## src/hdl/nvm_access_regs.svh

```systemverilog
`ifndef NVM_ACCESS_REGS_SVH
`define NVM_ACCESS_REGS_SVH
// Register byte offsets on the bus.
`define OFS_CONTROL 5'h00
`define OFS_UNLOCK 5'h04
`define OFS_ADDRESS 5'h08
`define OFS_DATA 5'h0C
`define OFS_IRQ_STATUS 5'h10
`define OFS_IRQ_MASK 5'h14
// Control register field positions.
`define CTL_SPACE_BIT 7
`define CTL_ERR_BIT 3
`define CTL_ALLOW_BIT 2
`define CTL_PROG_BIT 1
`define CTL_FETCH_BIT 0
`define CTL_RESET 8'h00
// Unlock key bytes.
`define UNLOCK_KEY1 8'h55
`define UNLOCK_KEY2 8'hAA
// Write cycle time in microseconds and clock in MHz.
`define WRITE_TIME_US 32'h0000_0028
`define CLK_MHZ 32'h0000_007D
`define WRITE_CYCLES (`WRITE_TIME_US * `CLK_MHZ)
`endif

```

## src/hdl/nvm_access_pkg.sv

```systemverilog
package nvm_access_pkg;
	typedef enum logic [1:0] {
		UNLOCK_IDLE,
		UNLOCK_HALF,
		UNLOCK_OPEN
	} unlock_e;
	typedef enum logic {
		CELL_IDLE,
		CELL_WRITING
	} cell_e;
endpackage : nvm_access_pkg

```

## src/hdl/data_eeprom_access_ctrl.sv

```systemverilog
`timescale 1ns/1ps
`include "nvm_access_regs.svh"

// Overview of operation
// - Control bits 7,3,2,1,0; bits 6-4 zero
// - Fetch loads data next cycle, self clears
// - Data register holds until read or write
// - Write needs 55h, AAh, then program trigger
// - Program trigger refused while write-allow clear
// - Hardware never clears write-allow
// - Clearing write-allow never aborts active write
// - Completion clears trigger, sets done flag
// - Reset during write sets write-error flag, except a watchdog while sleeping
module data_eeprom_access_ctrl
	import nvm_access_pkg::*;
#(
	parameter int ADDR_W = 8,
	parameter int DEPTH = 256,
	parameter int WRITE_CYCLES = `WRITE_CYCLES
) (
	// Clock and reset.
	input wire logic clk,
	input wire logic arst_n,
	input wire logic clk_en,
	// Device reset sources, already on this clock.
	input wire logic mclr_rst,
	input wire logic wdt_rst,
	input wire logic sleeping,
	input wire logic bor_rst,
	// Wishbone slave.
	input wire logic wb_cyc_i,
	input wire logic wb_stb_i,
	input wire logic wb_we_i,
	input wire logic [4:0] wb_adr_i,
	input wire logic [3:0] wb_sel_i,
	input wire logic [31:0] wb_dat_i,
	output logic [31:0] wb_dat_o,
	output logic wb_ack_o,
	output logic wb_err_o,
	// Interrupt.
	output logic irq
);

	// ------------------------------------------------------------
	// Bus decode
	// ------------------------------------------------------------
	logic req;
	logic wr;
	logic ack_reg, ack_next;
	logic err_reg, err_next;
	logic [31:0] rdat_reg, rdat_next;
	logic hit_ctl, hit_unl, hit_adr, hit_dat, hit_sts, hit_msk, mapped;
	logic lane0;

	assign req = wb_cyc_i & wb_stb_i & ~ack_reg & ~err_reg;
	assign wr = req & wb_we_i & lane0;
	assign lane0 = wb_sel_i[0];
	assign hit_ctl = (wb_adr_i == `OFS_CONTROL);
	assign hit_unl = (wb_adr_i == `OFS_UNLOCK);
	assign hit_adr = (wb_adr_i == `OFS_ADDRESS);
	assign hit_dat = (wb_adr_i == `OFS_DATA);
	assign hit_sts = (wb_adr_i == `OFS_IRQ_STATUS);
	assign hit_msk = (wb_adr_i == `OFS_IRQ_MASK);
	assign mapped = hit_ctl | hit_unl | hit_adr | hit_dat | hit_sts | hit_msk;

	// ------------------------------------------------------------
	// State
	// ------------------------------------------------------------
	logic [7:0] mem_reg [DEPTH];
	logic [7:0] mem_next [DEPTH];
	logic [ADDR_W-1:0] address_reg, address_next;
	logic [7:0] data_reg, data_next;
	logic space_reg, space_next;
	logic err_flag_reg, err_flag_next;
	logic allow_reg, allow_next;
	logic prog_reg, prog_next;
	logic fetch_reg, fetch_next;
	logic [1:0] status_reg, status_next;
	logic [1:0] mask_reg, mask_next;
	unlock_e unlock_reg, unlock_next;
	cell_e cell_reg, cell_next;
	logic [31:0] count_reg, count_next;
	logic [ADDR_W-1:0] wr_addr_reg, wr_addr_next;
	logic [7:0] wr_data_reg, wr_data_next;
	logic cut_short;
	logic start_write;
	logic done_write;

	// A reset source that lands mid-write spoils the cell; a watchdog
	// wake from sleep is not counted.
	assign cut_short = (cell_reg == CELL_WRITING) &
		(mclr_rst | (wdt_rst & ~sleeping) | bor_rst);

	function automatic logic [7:0] control_view(input logic sp, input logic er,
		input logic al, input logic pr, input logic fe);
		control_view = 8'h00;
		control_view[`CTL_SPACE_BIT] = sp;
		control_view[`CTL_ERR_BIT] = er;
		control_view[`CTL_ALLOW_BIT] = al;
		control_view[`CTL_PROG_BIT] = pr;
		control_view[`CTL_FETCH_BIT] = fe;
	endfunction : control_view

	// ------------------------------------------------------------
	// Next-state logic
	// ------------------------------------------------------------
	always_comb begin
		mem_next = mem_reg;
		address_next = address_reg;
		data_next = data_reg;
		space_next = space_reg;
		err_flag_next = err_flag_reg;
		allow_next = allow_reg;
		prog_next = prog_reg;
		fetch_next = fetch_reg;
		status_next = status_reg;
		mask_next = mask_reg;
		unlock_next = unlock_reg;
		cell_next = cell_reg;
		count_next = count_reg;
		wr_addr_next = wr_addr_reg;
		wr_data_next = wr_data_reg;
		start_write = 1'b0;
		done_write = 1'b0;
		ack_next = req & mapped;
		err_next = req & ~mapped;
		rdat_next = 32'h0000_0000;

		if (req & ~wb_we_i) begin
			case (1'b1)
				hit_ctl: rdat_next[7:0] = control_view(space_reg, err_flag_reg,
					allow_reg, prog_reg, fetch_reg);
				hit_adr: rdat_next[ADDR_W-1:0] = address_reg;
				hit_dat: rdat_next[7:0] = data_reg;
				hit_sts: rdat_next[1:0] = status_reg;
				hit_msk: rdat_next[1:0] = mask_reg;
				default: rdat_next = 32'h0000_0000;
			endcase
		end

		// Fetch completes in the cycle after it was set.
		if (fetch_reg) begin
			data_next = mem_reg[address_reg];
			fetch_next = 1'b0;
		end

		if (wr & hit_adr)
			address_next = wb_dat_i[ADDR_W-1:0];
		if (wr & hit_dat)
			data_next = wb_dat_i[7:0];
		if (wr & hit_msk)
			mask_next = wb_dat_i[1:0];

		// Any bus write on byte lane 0 other than the next key byte closes the lock.
		if (wr) begin
			case (unlock_reg)
				UNLOCK_IDLE: unlock_next = (hit_unl && wb_dat_i[7:0] == `UNLOCK_KEY1) ?
					UNLOCK_HALF : UNLOCK_IDLE;
				UNLOCK_HALF: unlock_next = (hit_unl && wb_dat_i[7:0] == `UNLOCK_KEY2) ?
					UNLOCK_OPEN : UNLOCK_IDLE;
				UNLOCK_OPEN: unlock_next = (hit_unl && wb_dat_i[7:0] == `UNLOCK_KEY1) ?
					UNLOCK_HALF : UNLOCK_IDLE;
				default: unlock_next = UNLOCK_IDLE;
			endcase
		end

		if (wr & hit_ctl) begin
			space_next = wb_dat_i[`CTL_SPACE_BIT];
			allow_next = wb_dat_i[`CTL_ALLOW_BIT];
			err_flag_next = wb_dat_i[`CTL_ERR_BIT];
			if (wb_dat_i[`CTL_FETCH_BIT] & ~wb_dat_i[`CTL_SPACE_BIT])
				fetch_next = 1'b1;
			// Triggers can only be set by software, never cleared.
			if (wb_dat_i[`CTL_PROG_BIT] & wb_dat_i[`CTL_ALLOW_BIT] & allow_reg &
				~wb_dat_i[`CTL_SPACE_BIT] & (unlock_reg == UNLOCK_OPEN) &
				(cell_reg == CELL_IDLE)) begin
				start_write = 1'b1;
			end
		end

		case (cell_reg)
			CELL_IDLE: begin
				if (start_write) begin
					cell_next = CELL_WRITING;
					prog_next = 1'b1;
					count_next = 32'(WRITE_CYCLES - 1);
					wr_addr_next = address_reg;
					wr_data_next = data_reg;
				end
			end
			CELL_WRITING: begin
				// The allow bit is not consulted here on purpose.
				if (count_reg == 32'h0000_0000) begin
					done_write = 1'b1;
					cell_next = CELL_IDLE;
					prog_next = 1'b0;
					err_flag_next = 1'b0;
					mem_next[wr_addr_reg] = wr_data_reg;
				end else begin
					count_next = count_reg - 32'h0000_0001;
				end
			end
			default: cell_next = CELL_IDLE;
		endcase

		if (cut_short) begin
			cell_next = CELL_IDLE;
			prog_next = 1'b0;
			err_flag_next = 1'b1;
		end

		// Status bit 0 is write done, bit 1 is write cut short; set wins.
		if (wr & hit_sts)
			status_next = status_reg & ~wb_dat_i[1:0];
		if (done_write)
			status_next[0] = 1'b1;
		if (cut_short)
			status_next[1] = 1'b1;
	end

	// ------------------------------------------------------------
	// Registers
	// ------------------------------------------------------------
	always_ff @(posedge clk or negedge arst_n) begin
		if (!arst_n) begin
			for (int i = 0; i < DEPTH; i++)
				mem_reg[i] <= 8'h00;
			address_reg <= '0;
			data_reg <= 8'h00;
			space_reg <= 1'b0;
			err_flag_reg <= 1'b0;
			allow_reg <= 1'b0;
			prog_reg <= 1'b0;
			fetch_reg <= 1'b0;
			status_reg <= 2'h0;
			mask_reg <= 2'h0;
			unlock_reg <= UNLOCK_IDLE;
			cell_reg <= CELL_IDLE;
			count_reg <= 32'h0000_0000;
			wr_addr_reg <= '0;
			wr_data_reg <= 8'h00;
			ack_reg <= 1'b0;
			err_reg <= 1'b0;
			rdat_reg <= 32'h0000_0000;
		end else if (clk_en) begin
			mem_reg <= mem_next;
			address_reg <= address_next;
			data_reg <= data_next;
			space_reg <= space_next;
			err_flag_reg <= err_flag_next;
			allow_reg <= allow_next;
			prog_reg <= prog_next;
			fetch_reg <= fetch_next;
			status_reg <= status_next;
			mask_reg <= mask_next;
			unlock_reg <= unlock_next;
			cell_reg <= cell_next;
			count_reg <= count_next;
			wr_addr_reg <= wr_addr_next;
			wr_data_reg <= wr_data_next;
			ack_reg <= ack_next;
			err_reg <= err_next;
			rdat_reg <= rdat_next;
		end
	end

	assign wb_ack_o = ack_reg;
	assign wb_err_o = err_reg;
	assign wb_dat_o = rdat_reg;
	assign irq = |(status_reg & mask_reg);

endmodule : data_eeprom_access_ctrl

```

## config.mk

```make
export PLATFORM = sky130hd
export DESIGN_NAME = data_eeprom_access_ctrl
export DESIGN_NICKNAME = d
export VERILOG_FILES = /design/src/hdl/nvm_access_pkg.sv /design/src/hdl/data_eeprom_access_ctrl.sv
export VERILOG_INCLUDE_DIRS = /design/src /design/src/hdl
export SDC_FILE = /design/constraint.sdc
export NUM_CORES = 2
export LEC_CHECK = 0
export ABC_CLOCK_PERIOD_IN_PS = 5200
export CORE_ASPECT_RATIO = 1.75
export CORE_MARGIN = 4
export CORE_UTILIZATION = 45
export CTS_BUF_LIST = sky130_fd_sc_hd__clkbuf_4
export CTS_CLUSTER_DIAMETER = 60
export CTS_CLUSTER_SIZE = 20
export DETAILED_ROUTE_END_ITERATION = 6
export DONT_BUFFER_PORTS = 1
export PLACE_DENSITY = 0.7
export SLEW_MARGIN = 0
export SYNTH_ARGS = -nofsm -noshare
export SYNTH_HDL_FRONTEND = slang
export SYNTH_SLANG_ARGS = --single-unit
export TNS_END_PERCENT = 5
```

## constraint.sdc

```tcl
create_clock -name clk -period 5.2 [get_ports clk]
set_input_delay 0.52 -clock clk [delete_from_list [all_inputs] [get_ports clk]]
set_output_delay 0.52 -clock clk [all_outputs]
set_load 0.01 [all_outputs]
```

==> impl_metrics.py <==
metrics = {
    "logic_synthesis": {
        "synth_fa_ha_area_frac": 0.000127,
        "synthArstFlopShare": 1.00,
        "synth_ff_type": "dfrtp_1",
        "postSynthCellCount": 6524,
        "ys_ff_latch": 2134,
        "synth_compound_area_frac": 0.0262,
        "yosys.area_share.simple": 0.0423,
        "syn_area_um2": 98200,
        "synth-seq-area-share": 0.544,
        "avgSynthCellArea_um2": 15.0,
        "synth_cell_types": 75,
        "synth-edff-count": 0,
        "synth_top_cell_area_share": 0.544,
        "synthTopCellsByArea": "dfrtp_1 54%, mux2_2 23%, mux4_2 11%",
        "yosysWarningCount": 0,
        "synth-xor-area-share": 0.00241,
        "synth_top_family_by_area": "multiplexers",
        "synth.most_common_cell": "dfrtp_1",
        "synth_mux_area_frac": 0.362,
        "synth_common_cells": "2,134 x dfrtp_1, 2,027 x mux2_2, 486 x mux4_2",
        "synth_top_area_cell": "dfrtp_1",
    },
    "place": {
        "finalWeightedCongestion": 0.961,
        "dp_hpwl_mm": 202,
        "port_buffers": 0,
    },
    "drt": {
        "viasPerCell": 6.29,
        "routedWlPerCell_um": 31.2,
        "drc": 17,
        "drt.antenna.violating_nets": 0,
        "drt-initial-drc-count": 4664,
        "dr.pass1.iters": 7,
        "wl_met3_mm": 17.9,
        "met1Wirelength_mm": 100,
        "top_layer_used": "met5",
        "vias": 58600,
        "drt-total-wl_mm": 291,
        "met2WireLength_mm": 143,
    },
    "final_layout": {
        "drive_gt1_frac": 0.471,
        "utilization": 0.478,
        "nets": 6478,
        "largest_reg_flops": 2048,
        "syn_to_final_growth_pct": 5.58,
    },
    "worst_setup_path": {
        "crit_chain": "nand4_1 -> nor4_2 -> nand2_1 -> mux2_2",
        "slowest_stage": "nor4_2",
        "reg2reg_slack_ns": 0.78,
        "crit_type": "flip-flop to flip-flop",
        "critical-path-top-delay-family": "simple AND/OR/NAND/NOR gates",
        "reg2reg_to": "mem_reg[622]",
        "cp-end-kind": "flip-flop",
        "crit_path_max_incr_delay_ns": 1.44,
        "worst-path-buf-inv": 0,
        "regToRegStartpoint": "wr_addr_reg[5]",
        "cp.arrival_ns": 5.52,
        "reg2reg_depth": 4,
        "start_kind": "flip-flop",
        "crit_path_start": "wr_addr_reg[5]",
        "cp.required_ns": 6.30,
        "cp_max_fo": 16,
    },
    "clock_tree": {
        "clock_path_buffers": 3,
        "path_clk_slew_ns": 0.21,
        "cts_buffers": 117,
        "cts_tree": "built",
        "htree_num_levels": 3,
        "clock_latency_ns": 1.25,
        "post_cts_buffers": 0,
        "cts.sink_count": 2134,
        "clockRootBuffer": "clkbuf_4",
    },
    "timing": {
        "setup_tns_ns": 0,
        "rsz0062_at_grt": "false",
        "finalHoldViolations": 0,
        "finClkSkew_ns": 0.119,
        "max_freq_ghz": 0.226,
        "setup_violations": 0,
        "fin_crit_sh": 0.850,
        "drv_slew": 8,
        "slew_headroom": -0.0628,
        "worst_pin_slew_ns": 1.58,
        "period_minus_slack_ns": 4.42,
    },
    "floorplanning": {
        "die_w_um": 361,
        "dieArea_um2": 226000,
        "io_pins": 86,
        "dieHeight_um": 626,
        "initial_core_util": 0.453,
        "core_um2": 217000,
        "rows": 226,
    },
    "power_and_ir_drop": {
        "vdd_ir_drop_max_mv": 0.314,
        "p_per_area_nw_per_um2": 235,
        "power_leakage_uw": 0.0488,
    },
    "grt": {
        "first_global_vias": 62300,
        "grt_overflow": 0,
        "grt_first_pass_wirelength_mm": 430,
        "antenna_found_initial": 24,
        "grt_use_total": 0.257,
        "grt_max_degree": 190,
    },
    "job": {
        "maxCapViolCount": 2,
    },
    "worst_hold_path": {
        "min_path_type": "input port to asynchronous set/reset pin",
    },
    "outcome": {
        "violations": "design-rule violations, max-capacitance violations, max-slew violations",
        "run_status": "complete, but fails checks",
    },
}
[worst min-delay path: stages]
cell and delay (ns):
dlygate4sd3_1 0.61, buf_16 0.29, buf_12 0.29
[worst max-delay path by stage]
stage	cells after the start	endpoint	slack [ns]
floorplan	9	mem_reg[1928]	2.02
global placement	8	mem_reg[1836]	0.90
detailed placement	8	mem_reg[1818]	0.73
CTS	8	mem_reg[1818]	0.73
global route	8	mem_reg[1855]	0.55
finish	4	mem_reg[622]	0.78
[cell type report]
| cell class | count | area [um2] |
|---|---|---|
| tap | 2850 | 3570 |
| inverter | 15 | 60.1 |
| antenna | 27 | 67.6 |
| sequential | 2134 | 53400 |
| clock buffer | 129 | 968 |
| clock inverter | 8 | 76.3 |
| timing repair buffer | 279 | 2720 |
| fill | 18500 | 113000 |
| multi-input combinational | 3879 | 42700 |
[cells by family after synthesis]
family,count (synthesis)
adder cells (fa/ha/maj),1
multiplexers,2683
XOR/XNOR,27
other,1
AO/OA/AOI/OAI,370
AND/OR/NAND/NOR,774
flip-flops,2134
buffers and inverters,534
[routing by layer]
metal / track usage / vias up
met5: 0 / -
met4: 0.215 / 10
met3: 0.0489 / 921
met2: 0.429 / 2155
met1: 0.285 / 31500
li1: - / 24100
[repair_timing]
item,4_1_cts,5_1_grt
hold buffers,42,0
resized for setup,0,0
hold endpoints to repair,586,0
endpoints found under the setup margin,0,0
[power by group]
part	leakage, uW	switching, uW	total [uW]	internal, uW
registers	0.0298	105	16800	16700
clock network	0.000627	4940	6130	1190
logic	0.0184	1020	1420	393
total	0.0488	6070	24300	18300
[cell usage in the layout (no fill, tap or decap), drive strengths merged, types with 16 or more instances in the layout]
master | Yosys | layout
dfrtp | 2134 | 2134
mux2 | 2070 | 2070
mux4 | 486 | 486
nand2 | 254 | 254
buf | 151 | 239
nand3 | 130 | 130
clkbuf | 368 | 129
nor2 | 128 | 128
mux2i | 127 | 127
nor3 | 102 | 102
o22ai | 71 | 71
a22oi | 53 | 53
a21oi | 52 | 52
o21ai | 48 | 48
dlygate4sd3 | 0 | 40
diode | 0 | 27
o221ai | 27 | 27
nor4 | 25 | 25
conb | 1 | 24
nand2b | 22 | 22
nand4 | 16 | 16
inv | 15 | 16
[stage by stage]
step	hold slack [ns]	cell area [um2]	setup slack [ns]	total power (uW)	cells
final	0.0973	104000	0.779	24300	9321
after floorplan	0.224	98300	2.02	17700	6547
after CTS	0.00118	104000	0.725	24500	9294
after detailed placement	0.469	102000	0.730	18500	9115
after global placement	0.462	102000	0.904	18400	9115
after global routing	0.0504	104000	0.553	25200	9300
Power figures use the tool's default switching activity.
